File: src/rtl/cdgr_cfg.svh
// Purpose: offsets, field positions and reset values of the control bank
// Assumes: included by every module of the bank; the package does not include it
// Notes: register indices are word indices; byte address is four times
`ifndef CDGR_CFG_SVH
`define CDGR_CFG_SVH
// word indices of the registers
`define CDGR_IDX_TRIM 8'h78
`define CDGR_IDX_GAIN 8'h7a
`define CDGR_IDX_MODE 8'h7c
`define CDGR_IDX_PIN0 8'h7d
`define CDGR_IDX_PIN1 8'h7e
// reset values
`define CDGR_RST_GAIN 16'h0000
`define CDGR_RST_TRIM 16'ha0a0
`define CDGR_RST_MODE 16'h0000
// field positions
`define CDGR_AD1_LSB 0
`define CDGR_AD2_LSB 8
`define CDGR_VR1_LSB 0
`define CDGR_VR2_LSB 8
`define CDGR_OPM_LSB 0
`define CDGR_LLA_LSB 2
`define CDGR_LLB_LSB 5
`define CDGR_PIN_DIR 1
`define CDGR_PIN_VAL 0
// lowest gain in dB, at code zero
`define CDGR_GAIN_BASE_DB 5'h09
// highest legal connection code
`define CDGR_CONN_MAX 3'h4
`endif

File: src/rtl/cdgr_pkg.sv
// Purpose: types shared by the control bank
// Assumes: nothing beyond the cfg header
// Notes: mode codes mirror the stored field encodings
package cdgr_pkg;
  // connection mode of one line channel
  typedef enum logic [2:0] {
    CONN_IDLE_RST = 3'h0,
    CONN_IDLE_KEEP = 3'h1,
    CONN_SPEECH_TONE = 3'h2,
    CONN_TONE_GEN = 3'h3,
    CONN_DIAL_DETECT = 3'h4,
    CONN_BAD5 = 3'h5,
    CONN_BAD6 = 3'h6,
    CONN_BAD7 = 3'h7
  } cdgr_conn_t;
  // operation mode of the dsp
  typedef enum logic [1:0] {
    OPM_CONNECT = 2'h0,
    OPM_RAM_RW = 2'h1,
    OPM_SOFT_RESET = 2'h2,
    OPM_BAD = 2'h3
  } cdgr_opm_t;
  // bus slave phases
  typedef enum logic [1:0] {
    BUS_IDLE = 2'h0,
    BUS_WRITE = 2'h1,
    BUS_READ = 2'h2,
    BUS_RDATA = 2'h3
  } cdgr_bus_t;
endpackage

File: src/rtl/cdgr_pin.sv
// Purpose: one general-purpose pin with its two-bit control word
// Assumes: pin input is synchronous to hclk
// Notes: bit 1 is direction (1 = input), bit 0 is pin state
`timescale 1ns/100ps
`default_nettype none
`include "cdgr_cfg.svh"
module cdgr_pin (
  // clock and reset
  input wire logic hclk,
  input wire logic hresetn,
  // write side
  input wire logic wr_en,
  input wire logic [1:0] wr_bits,
  // pad
  input wire logic pin_i,
  output logic pin_o,
  output logic pin_oe,
  // read side
  output logic [1:0] rd_bits
);
  logic dir_q; // 1 = input
  logic val_q; // driven level
  logic in_q; // sampled pad level

  // direction is input during and after reset
  always_ff @(posedge hclk or negedge hresetn) begin
    if (!hresetn) begin
      dir_q <= 1'b1;
    end else if (wr_en) begin
      dir_q <= wr_bits[`CDGR_PIN_DIR];
    end
  end

  // output level, only seen on the pad when dir is clear
  always_ff @(posedge hclk or negedge hresetn) begin
    if (!hresetn) begin
      val_q <= 1'b0;
    end else if (wr_en) begin
      val_q <= wr_bits[`CDGR_PIN_VAL];
    end
  end

  // pad sample, one flop so reads see a clean level
  always_ff @(posedge hclk or negedge hresetn) begin
    if (!hresetn) begin
      in_q <= 1'b0;
    end else begin
      in_q <= pin_i;
    end
  end

  assign pin_o = val_q;
  assign pin_oe = ~dir_q;
  // input pins read back the pad, outputs their driven value
  assign rd_bits = {dir_q, dir_q ? in_q : val_q};
endmodule
`default_nettype wire

File: src/rtl/cdgr_regs.sv
// Purpose: codec gain, reference trim, dsp mode and pin control bank
// Assumes: ahb-lite slave, single word transfers; dsp write port in parallel
// Notes: reads take one wait state, writes none; dsp wins a same-cycle clash
//
// Notes on behaviour
// - adc gain is code plus nine dB
// - gain codes at bits 11:8, 3:0; reset zero
// - trim register sixteen bits, resets to a0a0
// - trim bits 13:8 drive codec two vref
// - trim bits 5:0 drive codec one vref
// - mode register sixteen bits, resets to zero
// - mode bits 15:8 have no function
// - channel b code 7:5, channel a 4:2
// - connection codes 0..4 legal, 5..7 forbidden
// - operation mode 0..2 legal, 3 forbidden
// - pin0 bit1 direction, one means input
// - pin1 same layout as pin0
// - both pins inputs during and after reset
// - dsp may overwrite pin controls after reset
`timescale 1ns/100ps
`default_nettype none
`include "cdgr_cfg.svh"
module cdgr_regs (
  // clock and reset
  input wire logic hclk,
  input wire logic hresetn,
  // ahb-lite slave
  input wire logic hsel,
  input wire logic [31:0] haddr,
  input wire logic [1:0] htrans,
  input wire logic hwrite,
  input wire logic [2:0] hsize,
  input wire logic [31:0] hwdata,
  input wire logic hready,
  output logic hreadyout,
  output logic [31:0] hrdata,
  output logic hresp,
  // dsp register port
  input wire logic dsp_we,
  input wire logic [7:0] dsp_idx,
  input wire logic [15:0] dsp_wdata,
  output logic [15:0] dsp_rdata,
  // analog codec controls
  output logic [3:0] adc1_gain_code,
  output logic [3:0] adc2_gain_code,
  output logic [4:0] adc1_gain_db,
  output logic [4:0] adc2_gain_db,
  output logic [5:0] first_codec_vref_select,
  output logic [5:0] second_codec_vref_select,
  // dsp mode controls
  output cdgr_pkg::cdgr_conn_t first_line_channel_conn_mode,
  output cdgr_pkg::cdgr_conn_t second_line_channel_conn_mode,
  output cdgr_pkg::cdgr_opm_t operation_mode_select,
  // general-purpose pins
  input wire logic first_general_pin_i,
  output logic first_general_pin_o,
  output logic first_general_pin_oe,
  input wire logic second_general_pin_i,
  output logic second_general_pin_o,
  output logic second_general_pin_oe
);
  import cdgr_pkg::*;

  cdgr_bus_t bus_q, bus_d; // slave phase
  logic [7:0] bus_idx_q; // index captured in the address phase
  logic [31:0] hrdata_q; // registered read data
  logic [15:0] gain_register_q; // codec gains
  logic [15:0] codec_reference_trim_q; // vref trims
  logic [15:0] dsp_channel_mode_q; // dsp modes
  logic [1:0] pin0_rd, pin1_rd; // pin control read-back
  logic wr_en; // merged write strobe
  logic [7:0] wr_idx; // merged write index
  logic [15:0] wr_data; // merged write data
  logic addr_ok; // address phase taken

  // gain in dB for a four-bit code
  function automatic logic [4:0] gain_db(input logic [3:0] code);
    gain_db = {1'b0, code} + `CDGR_GAIN_BASE_DB;
  endfunction

  // forbidden codes leave the old field in place; upper bits forced zero
  function automatic logic [15:0] mode_merge(input logic [15:0] old_v,
                                             input logic [15:0] new_v);
    logic [15:0] r;
    r = 16'h0000;
    r[`CDGR_LLA_LSB +: 3] = (new_v[`CDGR_LLA_LSB +: 3] > `CDGR_CONN_MAX) ?
      old_v[`CDGR_LLA_LSB +: 3] : new_v[`CDGR_LLA_LSB +: 3];
    r[`CDGR_LLB_LSB +: 3] = (new_v[`CDGR_LLB_LSB +: 3] > `CDGR_CONN_MAX) ?
      old_v[`CDGR_LLB_LSB +: 3] : new_v[`CDGR_LLB_LSB +: 3];
    r[`CDGR_OPM_LSB +: 2] = (new_v[`CDGR_OPM_LSB +: 2] == OPM_BAD) ?
      old_v[`CDGR_OPM_LSB +: 2] : new_v[`CDGR_OPM_LSB +: 2];
    mode_merge = r;
  endfunction

  // read mux shared by the bus and the dsp; unmapped reads as zero
  function automatic logic [15:0] read_mux(input logic [7:0] idx,
                                           input logic [15:0] g,
                                           input logic [15:0] t,
                                           input logic [15:0] m,
                                           input logic [1:0] p0,
                                           input logic [1:0] p1);
    unique case (idx)
      `CDGR_IDX_GAIN: read_mux = g;
      `CDGR_IDX_TRIM: read_mux = t;
      `CDGR_IDX_MODE: read_mux = m;
      `CDGR_IDX_PIN0: read_mux = {14'h0000, p0};
      `CDGR_IDX_PIN1: read_mux = {14'h0000, p1};
      default: read_mux = 16'h0000;
    endcase
  endfunction

  // address phase: selected, ready and a non-sequential or sequential trans
  assign addr_ok = hsel && hready && htrans[1];

  // slave phase machine; only the first read data cycle stalls
  always_comb begin
    bus_d = BUS_IDLE;
    unique case (bus_q)
      BUS_READ: bus_d = BUS_RDATA;
      BUS_IDLE, BUS_WRITE, BUS_RDATA: begin
        if (addr_ok) begin
          bus_d = hwrite ? BUS_WRITE : BUS_READ;
        end
      end
    endcase
  end

  always_ff @(posedge hclk or negedge hresetn) begin
    if (!hresetn) begin
      bus_q <= BUS_IDLE;
    end else begin
      bus_q <= bus_d;
    end
  end

  // index capture; haddr[1:0] ignored since only words are served
  always_ff @(posedge hclk or negedge hresetn) begin
    if (!hresetn) begin
      bus_idx_q <= 8'h00;
    end else if (addr_ok) begin
      bus_idx_q <= haddr[9:2];
    end
  end

  // the wait state lets a write just before a read land first
  always_ff @(posedge hclk or negedge hresetn) begin
    if (!hresetn) begin
      hrdata_q <= 32'h0000_0000;
    end else if (bus_q == BUS_READ) begin
      hrdata_q <= {16'h0000, read_mux(bus_idx_q, gain_register_q,
        codec_reference_trim_q, dsp_channel_mode_q, pin0_rd, pin1_rd)};
    end
  end

  // dsp read data, one cycle behind its index
  always_ff @(posedge hclk or negedge hresetn) begin
    if (!hresetn) begin
      dsp_rdata <= 16'h0000;
    end else begin
      dsp_rdata <= read_mux(dsp_idx, gain_register_q,
        codec_reference_trim_q, dsp_channel_mode_q, pin0_rd, pin1_rd);
    end
  end

  // merged write; dsp takes the cycle so its program stays in control
  always_comb begin
    wr_en = 1'b0;
    wr_idx = bus_idx_q;
    wr_data = hwdata[15:0];
    if (dsp_we) begin
      wr_en = 1'b1;
      wr_idx = dsp_idx;
      wr_data = dsp_wdata;
    end else if (bus_q == BUS_WRITE) begin
      wr_en = 1'b1;
    end
  end

  // gain register, zero gives the lowest gain
  always_ff @(posedge hclk or negedge hresetn) begin
    if (!hresetn) begin
      gain_register_q <= `CDGR_RST_GAIN;
    end else if (wr_en && wr_idx == `CDGR_IDX_GAIN) begin
      gain_register_q <= wr_data;
    end
  end

  // trim stored as written; the fixed 10 bits are the writer's duty
  always_ff @(posedge hclk or negedge hresetn) begin
    if (!hresetn) begin
      codec_reference_trim_q <= `CDGR_RST_TRIM;
    end else if (wr_en && wr_idx == `CDGR_IDX_TRIM) begin
      codec_reference_trim_q <= wr_data;
    end
  end

  // dsp mode register, filtered against forbidden codes
  always_ff @(posedge hclk or negedge hresetn) begin
    if (!hresetn) begin
      dsp_channel_mode_q <= `CDGR_RST_MODE;
    end else if (wr_en && wr_idx == `CDGR_IDX_MODE) begin
      dsp_channel_mode_q <= mode_merge(dsp_channel_mode_q, wr_data);
    end
  end

  // first general pin
  cdgr_pin u_pin0 (
    .hclk(hclk),
    .hresetn(hresetn),
    .wr_en(wr_en && wr_idx == `CDGR_IDX_PIN0),
    .wr_bits(wr_data[1:0]),
    .pin_i(first_general_pin_i),
    .pin_o(first_general_pin_o),
    .pin_oe(first_general_pin_oe),
    .rd_bits(pin0_rd)
  );

  // second general pin, same layout
  cdgr_pin u_pin1 (
    .hclk(hclk),
    .hresetn(hresetn),
    .wr_en(wr_en && wr_idx == `CDGR_IDX_PIN1),
    .wr_bits(wr_data[1:0]),
    .pin_i(second_general_pin_i),
    .pin_o(second_general_pin_o),
    .pin_oe(second_general_pin_oe),
    .rd_bits(pin1_rd)
  );

  // bus answers
  assign hreadyout = (bus_q != BUS_READ);
  assign hrdata = hrdata_q;
  assign hresp = 1'b0;

  // field outputs
  assign adc1_gain_code = gain_register_q[`CDGR_AD1_LSB +: 4];
  assign adc2_gain_code = gain_register_q[`CDGR_AD2_LSB +: 4];
  assign adc1_gain_db = gain_db(adc1_gain_code);
  assign adc2_gain_db = gain_db(adc2_gain_code);
  assign first_codec_vref_select =
    codec_reference_trim_q[`CDGR_VR1_LSB +: 6];
  assign second_codec_vref_select =
    codec_reference_trim_q[`CDGR_VR2_LSB +: 6];
  assign first_line_channel_conn_mode =
    cdgr_conn_t'(dsp_channel_mode_q[`CDGR_LLA_LSB +: 3]);
  assign second_line_channel_conn_mode =
    cdgr_conn_t'(dsp_channel_mode_q[`CDGR_LLB_LSB +: 3]);
  assign operation_mode_select =
    cdgr_opm_t'(dsp_channel_mode_q[`CDGR_OPM_LSB +: 2]);

  logic first_q; // high in the first cycle after reset release
  always_ff @(posedge hclk or negedge hresetn) begin
    if (!hresetn) begin
      first_q <= 1'b1;
    end else begin
      first_q <= 1'b0;
    end
  end
endmodule
`default_nettype wire

File: config.mk
export PLATFORM = sky130hd
export DESIGN_NAME = cdgr_regs
export DESIGN_NICKNAME = d
export VERILOG_FILES = /design/src/rtl/cdgr_pkg.sv /design/src/rtl/cdgr_pin.sv /design/src/rtl/cdgr_regs.sv
export VERILOG_INCLUDE_DIRS = /design/src /design/src/rtl
export SDC_FILE = /design/constraint.sdc
export NUM_CORES = 1
export LEC_CHECK = 0
export BUFFER_PORTS_ARGS = -buffer_cell sky130_fd_sc_hd__buf_2
export CORE_ASPECT_RATIO = 1.4
export CORE_UTILIZATION = 43
export DETAILED_ROUTE_END_ITERATION = 6
export MAX_ROUTING_LAYER = met4
export PLACE_DENSITY = 0.84
export SKIP_LAST_GASP = 1
export SYNTH_ARGS = -nofsm -noshare
export SYNTH_HDL_FRONTEND = slang
export SYNTH_SLANG_ARGS = --single-unit
File: constraint.sdc
create_clock -name hclk -period 1.7 [get_ports hclk]
set_input_delay 0.085 -clock hclk [delete_from_list [all_inputs] [get_ports hclk]]
set_output_delay 0.085 -clock hclk [all_outputs]
set_load 0.01 [all_outputs]
==> out/qor.yml <==
run_status:
  status: "finished, violations left"
  violations: "negative setup slack"
critical_path:
  r2r-end: "dsp_channel_mode_q[6]$_DFFE_PN0P_"
  ff2ff_setup_slack_ns: -0.01
  worstPathRequired_ns: 1.92
  worst_setup_path_start_kind: "register"
  critPathMaxFanout: 6
  path_cells: "and4bb_2 > a21oi_4 > nor3_2 > buf_4 > and2_1 > o22a_1"
  crit_slowest_cell: "dfrtp_1"
  worst-setup-path-type: "reg2reg"
  crit_arrival_ns: 1.94
  r2r_cells: 6
  critPathMaxStageDelay_ns: 0.39
  r2r_start: "bus_idx_q[3]$_DFFE_PN0N_"
  cp-end-kind: "register"
clock_network:
  h-tree-depth: 3
  clk_latency_ns: 0.34
  clkSlewWorstSetupHoldPaths_ns: 0.06
  cts.sinks: 88
  cts_tree: "done"
  numCtsBuffers: 9
  cts_root_buf: "clkbuf_16"
  clockBufferDepth: 2
synthesis:
  synthTopCellsByArea: "dfrtp_1 (46%), buf_4 (7.3%), mux2i_1 (7.0%)"
  synth_common_cells: "dfrtp_1 (82), buf_4 (43), nor2_1 (41)"
  synth_ff_type: "dfrtp_1"
  yosysWarnings: 0
  syn_avg_cell_area_um2: 11.1
  syn_inst: 397
  ys_types: 49
  yosysTopAreaCellShare_pct: 46.4
  synthesis.area_um2: 4420
  synth.most_common_cell: "dfrtp_1"
  yosysSeqAreaShare_pct: 50.0
  synth-async-reset-ratio_pct: 100
  synth_edf_count: 0
  synth_largest_area_cell: "dfrtp_1"
  synth-seq-cells: 88
layout:
  drive_above_1_share_pct: 40.1
  register_area_um2: 2210
  areaGrowthSynthToFinish_pct: 29.0
  final_util_pct: 57.3
  multiInputGateArea_um2: 1850
  fill_cells: 814
  final_nets: 647
  antennaDiodeCount: 0
detailed_routing:
  vias_per_cell: 5.25
  remaining_drc_errors: 0
  drt_pass1_iterations: 4
  wl_per_cell_um: 16.6
  num_vias: 3591
  drt-initial-drc-count: 263
  drt-total-wl_um: 11400
  antenna_left: 0
global_route:
  grt_pass1_vias: 3544
  track_usage_pct: 22.5
  grt_pass1_wl_um: 17400
  grt_start_max_net_pins: 32
  overflow: 0
  grt_antenna_before_repair: 0
sta:
  finalClockSkew_ns: 0.00736
  hold_viol: 0
  setup_viol: 1
  period_minus_slack_ns: 1.71
  max-slew-margin-rel_pct: 45.8
  rsz0062_at_grt: "yes"
  fmax_mhz: 583
  fin_crit_sh_pct: 101
  finalMaxSlewViolations: 0
  worstMarginPinSlew_ns: 0.807
  fin_ws_ns: -0.0143
die:
  die-area_um2: 10700
  die-width_um: 87.7
  start_util_pct: 44.4
  std_cell_rows: 43
  fp.dieH_um: 122
  core_um2: 9950
  ioPinCount: 193
placement:
  io_buffers: 131
  dp_hpwl_um: 8150
  finalWeightedCongestion: 0.875
pwr:
  power_uw: 5920
  p_clk_share_pct: 36.2
  intPower_uw: 4230
  leakagePower_uw: 0.00295
  comb_power_share_pct: 20.3
  p_sw_share_pct: 28.6
  pwr-share-seq_pct: 43.5
  switchingPower_uw: 1690
  irDropWorstVdd_uv: 527
  powerDensity_nw_per_um2: 1040
worst_hold_path:
  holdPathEnd: "codec_reference_trim_q[9]$_DFFE_PN0P_"
  min_path_type: "in2reg"
  hold_path_depth: 3
  hold_start: "hwdata[9]"
flow_run:
  maxCapViolCount: 0
-- metrics by stage --
stage | instances | instance area, um2 | worst slack (ns) | TNS, ns | hold slack [ns]
after global placement | 649 | 5130 | -0.0555 | -0.772 | 0.000638
after detailed placement | 649 | 5130 | -0.117 | -1.60 | -0.00179
final | 684 | 5700 | -0.0143 | -0.0143 | 0.0541
after CTS | 682 | 5630 | -0.0294 | -0.139 | 0.0424
after floorplan | 413 | 4480 | 0.0120 | 0 | -0.211
after global routing | 684 | 5700 | -0.0673 | -1.16 | 0.0433
-- logic make-up (layout without fill, tap and decap cells) --
kind of cell	Yosys count	count (layout)	share of synthesized area, %
compound gates	95	95	14.5
flops	88	88	50.0
simple gates	86	86	11.0
buf+inv	69	205	10.3
mux	52	52	12.9
xor+xnor	4	4	0.792
fa+ha+maj	2	2	0.566
other cells	1	17	0.0848
-- repair_timing --
| item | CTS | global route |
|---|---|---|
| hold buffers | 12 | 0 |
| endpoints found under the setup margin | 27 | 33 |
| pin swaps | 5 | 3 |
| cloned | 0 | 1 |
| setup buffers | 5 | 1 |
| resized for setup | 6 | 10 |
| endpoints found under the hold margin | 74 | 0 |
-- layout by cell type, fill, tap and decap left out, drive strengths merged, types with 6 or more instances in the layout --
master,instances
a21oi,35
nand2,17
dlygate4sd3,12
dfstp,6
conb,17
a222oi,6
mux2,19
dfrtp,82
clkbuf,13
inv,13
o21ai,22
buf,163
mux2i,32
nor2,41
a22o,15
-- critical path, delay by kind of cell, from the launching register on --
kind            cells  cell delay (ns)
buf+inv             1             0.17
flops               1             0.39
simple gates        3             0.53
compound gates      2             0.50
-- state kept, by name (all words and copies together) (netlist names) --
signal / flops
codec_reference_trim_q: 16
u_pin1.pin_o: 1
hrdata: 16
u_pin1.in_q: 1
gain_register_q: 16
bus_idx_q: 8
u_pin1.dir_q: 1
u_pin0.in_q: 1
u_pin0.dir_q: 1
dsp_rdata: 16
u_pin0.pin_o: 1
dsp_channel_mode_q: 8
bus_q: 2
-- how the worst max path moves through the flow --
stage                                       endpoint  slack (ns)                     start  depth (start not counted)
2_1_floorplan         gain_register_q[1]$_DFFE_PN0P_        0.01  bus_idx_q[2]$_DFFE_PN0N_                          4
3_3_place_gp   codec_reference_trim_q[7]$_DFFE_PN1P_       -0.06                    dsp_we                          6
3_5_place_dp   codec_reference_trim_q[8]$_DFFE_PN0P_       -0.12                    dsp_we                          6
4_1_cts               gain_register_q[2]$_DFFE_PN0P_       -0.03  bus_idx_q[4]$_DFFE_PN0N_                          8
5_1_grt                     u_pin1.pin_o$_DFFE_PN0P_       -0.07  bus_idx_q[0]$_DFFE_PN0N_                          4
6_report           dsp_channel_mode_q[6]$_DFFE_PN0P_       -0.01  bus_idx_q[3]$_DFFE_PN0N_                          6
-- area by class of cell --
cell class,instances,share of cell area [%]
flip-flops and latches,88,38.7
repair buffers,176,19.3
multi-input cells,256,32.5
clock buffers,12,4.32
clock inverters,4,1.36
inverters,13,0.855
well taps,135,2.96
-- metal layers --
layer	vias to the layer above	GRT usage [%]	part of all wire (%)
li1	1652	-	-
met1	1753	24.1	39
met2	155	38.8	54
met3	31	3.46	4.0
met4	0	12.8	3.3
met5	-	-	0
-- power groups by stage --
stage          clock [uW]  sequential (uW)  combinational [uW]
2_1_floorplan           0             2560                 809
3_3_place_gp            0             2590                1090
3_5_place_dp            0             2610                1130
4_1_cts              2170             2570                1180
5_1_grt              2270             2600                1310
6_report             2140             2570                1200
Note: power is estimated with default switching activity, not from simulation.
